`src/trig_out_pkg.sv`:
```
/*
  Shared constants and types for the alert-triggered output update block:
  register offsets, reset values, the register request carrier and the
  packed state record.
  Assumes an 8-bit register port and eight input channels and eight outputs.
*/
package trig_out_pkg;

  // ----------------------------------------------------------------
  // sizes
  // ----------------------------------------------------------------
  localparam int NUM_CH  = 8;
  localparam int NUM_OUT = 8;

  // ----------------------------------------------------------------
  // register offsets
  // ----------------------------------------------------------------
  localparam logic [7:0] OUT0_SEL_ADDR   = 8'hC3;  // output 0 select
  localparam logic [7:0] SEL_STRIDE      = 8'h02;  // select regs are 2 apart
  localparam logic [7:0] OUT6_SEL_ADDR   = 8'hCF;
  localparam logic [7:0] OUT7_SEL_ADDR   = 8'hD1;
  localparam logic [7:0] UPD_EN_ADDR     = 8'hE9;
  localparam logic [7:0] LVL_ADDR        = 8'hEB;
  localparam logic [7:0] PIN_STAT_ADDR   = 8'hF0;  // read only
  localparam logic [7:0] TRIG_SEEN_ADDR  = 8'hF2;  // write 1 to clear

  // ----------------------------------------------------------------
  // reset values
  // ----------------------------------------------------------------
  localparam logic [7:0] SEL_RESET       = 8'h00;
  localparam logic [7:0] UPD_EN_RESET    = 8'h00;
  localparam logic [7:0] LVL_RESET       = 8'h00;
  localparam logic [7:0] PIN_RESET       = 8'h00;
  localparam logic [7:0] SEEN_RESET      = 8'h00;
  localparam logic [7:0] RDATA_RESET     = 8'h00;

  // ----------------------------------------------------------------
  // types
  // ----------------------------------------------------------------
  typedef struct packed {
    logic       rd;
    logic       wr;
    logic [7:0] addr;
    logic [7:0] wdata;
  } reg_req_t;

  typedef struct packed {
    logic [NUM_OUT-1:0][NUM_CH-1:0] sel;      // per-output channel select
    logic [NUM_OUT-1:0]             upd_en;   // trigger update enable
    logic [NUM_OUT-1:0]             lvl;      // level on trigger
    logic [NUM_CH-1:0]              flags_q;  // previous alert flags
    logic [NUM_OUT-1:0]             pins;     // output levels
    logic [NUM_OUT-1:0]             seen;     // sticky trigger seen
    logic [7:0]                     rdata;    // read data
  } state_t;

  localparam state_t STATE_RESET = '{
    sel:     {NUM_OUT{SEL_RESET}},
    upd_en:  UPD_EN_RESET,
    lvl:     LVL_RESET,
    flags_q: 8'h00,
    pins:    PIN_RESET,
    seen:    SEEN_RESET,
    rdata:   RDATA_RESET
  };

endpackage : trig_out_pkg

```
`src/alert_triggered_output_update.sv`:
```
/*
  Alert-triggered update of the eight digital outputs: per-output channel
  select, per-output update enable and per-output level on trigger, all
  reached over a plain register port with read data one cycle later.
  Assumes alert flags come from logic on ref_clk, so they are not
  synchronised; pin electrical setup lives elsewhere.
*/
`timescale 1ns/1ps

module alert_triggered_output_update
  import trig_out_pkg::*;
(
  input  wire logic               ref_clk,
  input  wire logic               rst_n,
  input  wire reg_req_t           reg_req,
  input  wire logic [NUM_CH-1:0]  alert_flags,
  output logic      [7:0]         rd_data,
  output logic      [NUM_OUT-1:0] digital_output_pin,
  output logic      [NUM_OUT-1:0] trigger_seen
);

  // ----------------------------------------------------------------
  // state
  // ----------------------------------------------------------------
  state_t             s_q;
  state_t             s_d;
  logic [NUM_CH-1:0]  rise;
  logic [NUM_OUT-1:0] fire;

  // ----------------------------------------------------------------
  // next state
  // ----------------------------------------------------------------
  // edge detect, trigger, register writes and read mux
  always_comb begin
    s_d         = s_q;
    s_d.flags_q = alert_flags;
    rise        = alert_flags & ~s_q.flags_q;

    // per-output trigger from selected rising flags
    for (int k = 0; k < NUM_OUT; k++) begin
      fire[k] = |(rise & s_q.sel[k]);
    end

    // drive level only on enabled outputs
    for (int k = 0; k < NUM_OUT; k++) begin
      if (fire[k] && s_q.upd_en[k]) begin
        s_d.pins[k] = s_q.lvl[k];
      end
    end

    // register writes
    if (reg_req.wr) begin
      for (int k = 0; k < NUM_OUT; k++) begin
        if (reg_req.addr == 8'(OUT0_SEL_ADDR + SEL_STRIDE * 8'(k))) begin
          s_d.sel[k] = reg_req.wdata;
        end
      end
      case (reg_req.addr)
        UPD_EN_ADDR: begin
          s_d.upd_en = reg_req.wdata;
        end
        LVL_ADDR: begin
          s_d.lvl = reg_req.wdata;
        end
        TRIG_SEEN_ADDR: begin
          s_d.seen = s_q.seen & ~reg_req.wdata;  // write 1 clears
        end
        default: begin
        end
      endcase
    end

    // a new trigger wins over a clear in the same cycle
    s_d.seen = s_d.seen | (fire & s_q.upd_en);

    // read data stands for one cycle after the strobe
    s_d.rdata = 8'h00;
    if (reg_req.rd) begin
      for (int k = 0; k < NUM_OUT; k++) begin
        if (reg_req.addr == 8'(OUT0_SEL_ADDR + SEL_STRIDE * 8'(k))) begin
          s_d.rdata = s_q.sel[k];
        end
      end
      case (reg_req.addr)
        UPD_EN_ADDR: begin
          s_d.rdata = s_q.upd_en;
        end
        LVL_ADDR: begin
          s_d.rdata = s_q.lvl;
        end
        PIN_STAT_ADDR: begin
          s_d.rdata = s_q.pins;
        end
        TRIG_SEEN_ADDR: begin
          s_d.rdata = s_q.seen;
        end
        default: begin
        end
      endcase
    end
  end

  // ----------------------------------------------------------------
  // registers
  // ----------------------------------------------------------------
  // all state in one record
  always_ff @(posedge ref_clk or negedge rst_n) begin
    if (!rst_n) begin
      s_q <= STATE_RESET;
    end else begin
      s_q <= s_d;
    end
  end

  // outputs straight from flops
  assign rd_data            = s_q.rdata;
  assign digital_output_pin = s_q.pins;
  assign trigger_seen       = s_q.seen;

endmodule : alert_triggered_output_update

```
`config.mk`:
```
export PLATFORM = sky130hd
export DESIGN_NAME = alert_triggered_output_update
export DESIGN_NICKNAME = d
export VERILOG_FILES = /design/src/trig_out_pkg.sv /design/src/alert_triggered_output_update.sv
export SDC_FILE = /design/constraint.sdc
export NUM_CORES = 1
export LEC_CHECK = 0
export BUFFER_PORTS_ARGS = -buffer_cell sky130_fd_sc_hd__buf_2
export CAP_MARGIN = 0
export CORE_MARGIN = 4
export CORE_UTILIZATION = 35
export CTS_BUF_LIST = sky130_fd_sc_hd__clkbuf_8
export DETAILED_ROUTE_END_ITERATION = 10
export GPL_TIMING_DRIVEN = 0
export PLACE_DENSITY = 0.61
export SLEW_MARGIN = 40
export SYNTH_ARGS = -nofsm -noshare
export SYNTH_HDL_FRONTEND = slang
export SYNTH_SLANG_ARGS = --single-unit
```
`constraint.sdc`:
```
create_clock -name ref_clk -period 2.8 [get_ports ref_clk]
set_input_delay 0.42 -clock ref_clk [delete_from_list [all_inputs] [get_ports ref_clk]]
set_output_delay 0.42 -clock ref_clk [all_outputs]
set_load 0.01 [all_outputs]
```
Yosys cells after proc, flatten, opt, wreduce, memory -nomap -nowiden
Index checks and enable logic that the tools add are counted.
W data, S select, Z words.
- multiplexer cells: 12
- bitwise operators: 14
- reductions and logical operators: 26
- eq/ne operators: 12
- operators by type and width (kind ; number):
    $eq A8 B8 Y1 const B ; 12
    $and A8 B8 Y8 ; 11
    $mux W8 ; 11
    $reduce_or A8 Y1 ; 8
    $pmux W8 S4 ; 1
    $reduce_and A2 Y1 ; 10
    $not A8 Y8 ; 2
    $logic_and A1 B1 Y1 ; 8
    $or A8 B8 Y8 ; 1
- output and inout bits: 24
- flip-flop bits (word level): 112
- word-level logic and storage cells: 85
- bits of input ports: 28

Depth between registers and ports, before layout
- word-level depth: 11
- depth in mapped cells: 7
- mapped depth without buffers: 4

Worst setup path after synthesis
Ideal clock, no wire load.
- path type: in2reg
- from: in alert_flags[2]
- to: reg s_q, in the netlist digital_output_pin[0]
- library setup time: 128 ps
- arrival time: 1638 ps
- buffers on the path: 1
- setup slack: 1034 ps
- stages on the path: 5
- data required time: 2672 ps
- cell sequence: nor2b_1 -> clkbuf_1 -> a22o_1 -> o41ai_2 -> mux2_1
- word-level cells in the longest chain between the ends: 4
- RTL lines (item ; RTL line ; source):
    from (decl) ; alert_triggered_output_update.sv:16 ; input wire logic [NUM_CH-1:0] alert_flags,
    $and A8 B8 Y8 ; alert_triggered_output_update.sv:37 ; rise = alert_flags & ~s_q.flags_q;
    $and A8 B8 Y8 ; alert_triggered_output_update.sv:41 ; fire[k] = |(rise & s_q.sel[k]);
    $reduce_or A8 Y1 ; alert_triggered_output_update.sv:41 ;
    $logic_and A1 B1 Y1 ; alert_triggered_output_update.sv:46 ; if (fire[k] && s_q.upd_en[k]) begin
    to (signal assigned) ; alert_triggered_output_update.sv:109 ; s_q <= STATE_RESET;
    to (signal assigned) ; alert_triggered_output_update.sv:111 ; s_q <= s_d;
    to (decl) ; alert_triggered_output_update.sv:25 ; state_t s_q;
Every way passes these cells.
A chain may end at the register's enable or synchronous reset.

Worst setup path in the final report
- from: reg s_q[28] (netlist bit)
- to: reg s_q, in the netlist digital_output_pin[2]
- word-level cells in the longest chain between the ends: 5
- RTL lines (item ; RTL line):
    $not A8 Y8 ; alert_triggered_output_update.sv:37
    $and A8 B8 Y8 ; alert_triggered_output_update.sv:37
    $and A8 B8 Y8 ; alert_triggered_output_update.sv:41
    $reduce_or A8 Y1 ; alert_triggered_output_update.sv:41
    $logic_and A1 B1 Y1 ; alert_triggered_output_update.sv:46
Every way passes these cells.

==> results.txt <==
During synthesis, Yosys emitted a total of 0 warnings. After legalization and detailed placement, the total HPWL measured 12500 microns. The static leakage is 0.00335 uW.

The clock edge transition at the registers on the reported setup and hold paths is 110 ps. The number of vias per cell after detailed routing came out at 5.53. The number of instances in the synthesized netlist is 492.

Global routing used 18.5% of the available tracks. The worst hold path terminates at s_q[25]. The die extent in x is 138 microns.

By area, the combinational part of the netlist is dominated by multiplexers. The launch instance of the worst register-to-register path is s_q[28]. The tightest min-delay check is of the primary input to register type. The nature of the critical path endpoint is a register. The CTS H-tree depth came out at 3. IR analysis of the VDD net gives a maximum drop of 304 uV. The pin count of the biggest net entering global routing is 79.

The post-synthesis register bit count is 112. The repair_antennas step left the layout with diodes totalling 0. The number of hold buffers added after CTS was 1. The number of failing setup endpoints in the final timing report is 0.

The endpoint identified for the worst register-to-register timing path is digital_output_pin[2]. In this run the clock root is driven by a sky130_fd_sc_hd__clkbuf_8. The count of standard-cell rows is 47.

The later pin in the worst-skew pair is clocked with a latency of 400 ps. Yosys instantiated no cell more often than sky130_fd_sc_hd__dfrtp_1. The core footprint is 0.0166 sq mm. The net count of the finished layout is 578.

The number of hold-slack violations in the final timing report came out at 0. The reg-to-reg setup timing slack came out at 690 ps. The startpoint class of the critical path is a register.

Measured against the total synthesized area, the mux share comes to 20.7%. The depth of the worst register-to-register path is 5. The first-pass GRT wire length came out at 27300 microns. Detailed routing inserted a total of 4289 vias.

Among all flip-flop cells after synthesis, the most frequent one is sky130_fd_sc_hd__dfrtp_1. The iteration count of the initial detailed-routing pass came out at 5. The number of max-slew violations in the final report is 0. The worst-margin pin slew came out at 707 ps.

The via count of the first global-routing pass was 4545. The final routed DRC violation total is 0. The number of synthesized flops with an enable pin is 0.

The post-route setup TNS came out at 0 ps. The final layout contains routed wiring with a total length of 17500 microns. The largest total area in the synthesized netlist belongs to sky130_fd_sc_hd__dfrtp_1.

The source of the worst hold timing path is alert_flags[1]. The routability congestion estimate from global placement came out at 0.941. Counting every net in the synthesized netlist gives 520. The area fraction in compound gates after synthesis is 14.4%. The critical path is of the register to register type. The number of DRC violations after detailed-routing iteration 0 came out at 332. The number of unique standard cell types used by synthesis came out at 52.

The area added between synthesis and finish came out at 13.0%. The flow ran to the end, and the final reports show no timing, DRC or antenna violations. The fraction of post-synthesis cell area in the top cell type by area is 47.0%. Yosys attributes the largest share of cell area to sky130_fd_sc_hd__dfrtp_1 47%, sky130_fd_sc_hd__mux2_2 10%, sky130_fd_sc_hd__mux2_1 6.8%, sky130_fd_sc_hd__a22o_1 4.1%, sky130_fd_sc_hd__mux2i_1 3.9%.

In this run the post-CTS setup repair buffer count came out at 0. The share of synthesized flip-flops with an asynchronous set or reset came out at 100%. Clock skew on the completed layout was measured at 15.3 ps. The floorplan step defined a die boundary enclosing 0.0192 sq mm.

The fraction of layout instances using a drive strength above 1 came out at 33.0%. The headroom to the max-slew limit came out at 52.9%. Counting instances in the post-synthesis netlist gives the leading cell types as 112 x sky130_fd_sc_hd__dfrtp_1, 53 x sky130_fd_sc_hd__mux2_2, 36 x sky130_fd_sc_hd__mux2_1, 29 x sky130_fd_sc_hd__buf_4, 29 x sky130_fd_sc_hd__nand3_1. The share of the yosys chip area belonging to registers came out at 47.0%. The initial antenna violation count is 0.

For this design the ratio of total power to cell area is 490 mW/mm^2. TritonCTS built the clock tree. The data required time at the worst endpoint is 3090 ps. The minimum clock period is 2110 ps. The count of instances resized after the clock tree is built is 0.

The synthesized-area fraction occupied by adder cells came out at 0%. Timing would allow up to 473 MHz. The floorplan die height came out at 138 microns. Setup repair after global routing left no endpoint under its margin. The post-route core utilization is 40.5%. The number of buffers on the longest clock path came out at 2. The total I/O pin count is 52. The XOR/XNOR share of the synthesized area is 0%.

The arrival time at the worst endpoint came out at 2400 ps. The post-route fraction of the period consumed by the critical path is 75.5%. The maximum net fanout on the critical path came out at 8. The synthesized netlist occupies a cell area of 0.00596 sq mm. The TritonCTS buffer count came out at 9.

The clock sink total is 112. The final routed wire length divided by cell count is 22.6 microns. Summing the areas of all and, or, nand and nor instances in the mapped netlist gives 11.0% of the synthesized area. The number of routed nets with antenna violations came out at 0. The max-capacitance violation count is 0. The quantity of I/O buffers inserted on ports came out at 45.

The mean instance size in the synthesized netlist came out at 12.1 sq um. After global routing the overflow that remains totals 0. The starting utilization of the core area came out at 35.8%. Counting instances, the worst hold path has a depth of 1.
-- layout by cell type (no fill, tap or decap), types with 7 or more instances in the layout --
| cell type | n |
|---|---|
| sky130_fd_sc_hd__a31oi_1 | 8 |
| sky130_fd_sc_hd__a211o_1 | 8 |
| sky130_fd_sc_hd__buf_4 | 29 |
| sky130_fd_sc_hd__a21oi_1 | 8 |
| sky130_fd_sc_hd__buf_2 | 58 |
| sky130_fd_sc_hd__nand2_1 | 11 |
| sky130_fd_sc_hd__mux2_2 | 53 |
| sky130_fd_sc_hd__o41ai_2 | 7 |
| sky130_fd_sc_hd__nand3_1 | 29 |
| sky130_fd_sc_hd__dfrtp_1 | 112 |
| sky130_fd_sc_hd__o21ai_0 | 10 |
| sky130_fd_sc_hd__a22o_1 | 28 |
| sky130_fd_sc_hd__nor2b_1 | 11 |
| sky130_fd_sc_hd__mux2_1 | 36 |
| sky130_fd_sc_hd__mux2i_1 | 23 |
| sky130_fd_sc_hd__inv_1 | 9 |
| sky130_fd_sc_hd__clkbuf_8 | 9 |
| sky130_fd_sc_hd__clkbuf_1 | 18 |
-- worst max path at each step --
stage,from,to,depth (start not counted)
4_1_cts,s_q[30],digital_output_pin[2],5
2_1_floorplan,alert_flags[2],digital_output_pin[0],5
3_5_place_dp,alert_flags[6],digital_output_pin[2],6
5_1_grt,s_q[24],digital_output_pin[6],5
3_3_place_gp,rst_n,digital_output_pin[6],1
6_report,s_q[28],digital_output_pin[2],5
-- metal layers --
metal | GRT usage [%] | vias to the layer above | share of wire (%)
met2 | 29.0 | 154 | 46
met5 | 0 | - | 0
met1 | 24.7 | 2139 | 44
met3 | 4.35 | 48 | 6.2
met4 | 7.54 | 0 | 4.0
li1 | - | 1948 | -
-- per-stage QoR --
step                hold WS (ps)  area (sq um)  total power, uW  instances  worst slack, ps
floorplan                    124          5960             2030        492             1030
global route                 107          6730             3440        775              636
CTS                          114          6730             3330        775              730
finish                       127          6730             3300        775              686
global placement             488          6460             2200        757             21.0
detailed placement           308          6500             2220        758              443
-- kinds of logic (layout without fill, tap and decap cells) --
kind of cell | after synthesis | count (layout)
flip-flops | 112 | 112
AND/OR/NAND/NOR | 94 | 94
multiplexers | 112 | 112
AO/OA/AOI/OAI | 100 | 100
buffers and inverters | 74 | 137
-- layout make-up --
type	count	area (sq um)
fillers	1583	9910
clock buffers	9	124
inverters	10	37.5
well taps	220	275
plain buffers	64	374
flip-flops and latches	112	2800
multi-input cells	306	2750
clock inverters	7	101
repair buffers	47	273
-- flip-flops by register name, indices dropped and copies added, names as in the netlist --
signal,count
rd_data,8
digital_output_pin,8
s_q,88
trigger_seen,8
-- critical path, stage by stage (launching register included) --
cell and delay, ps:
sky130_fd_sc_hd__dfrtp_1 340, sky130_fd_sc_hd__nor2b_1 40, sky130_fd_sc_hd__clkbuf_1 310, sky130_fd_sc_hd__a22o_1 300, sky130_fd_sc_hd__o41ai_2 620, sky130_fd_sc_hd__mux2_1 380
-- power breakdown --
part,internal (uW),total (uW),switching [uW]
Combinational,176,415,239
Clock,514,1120,603
Sequential,1700,1770,67.5
Total,2390,3300,910
No activity file was read; power rests on OpenSTA's default activity.
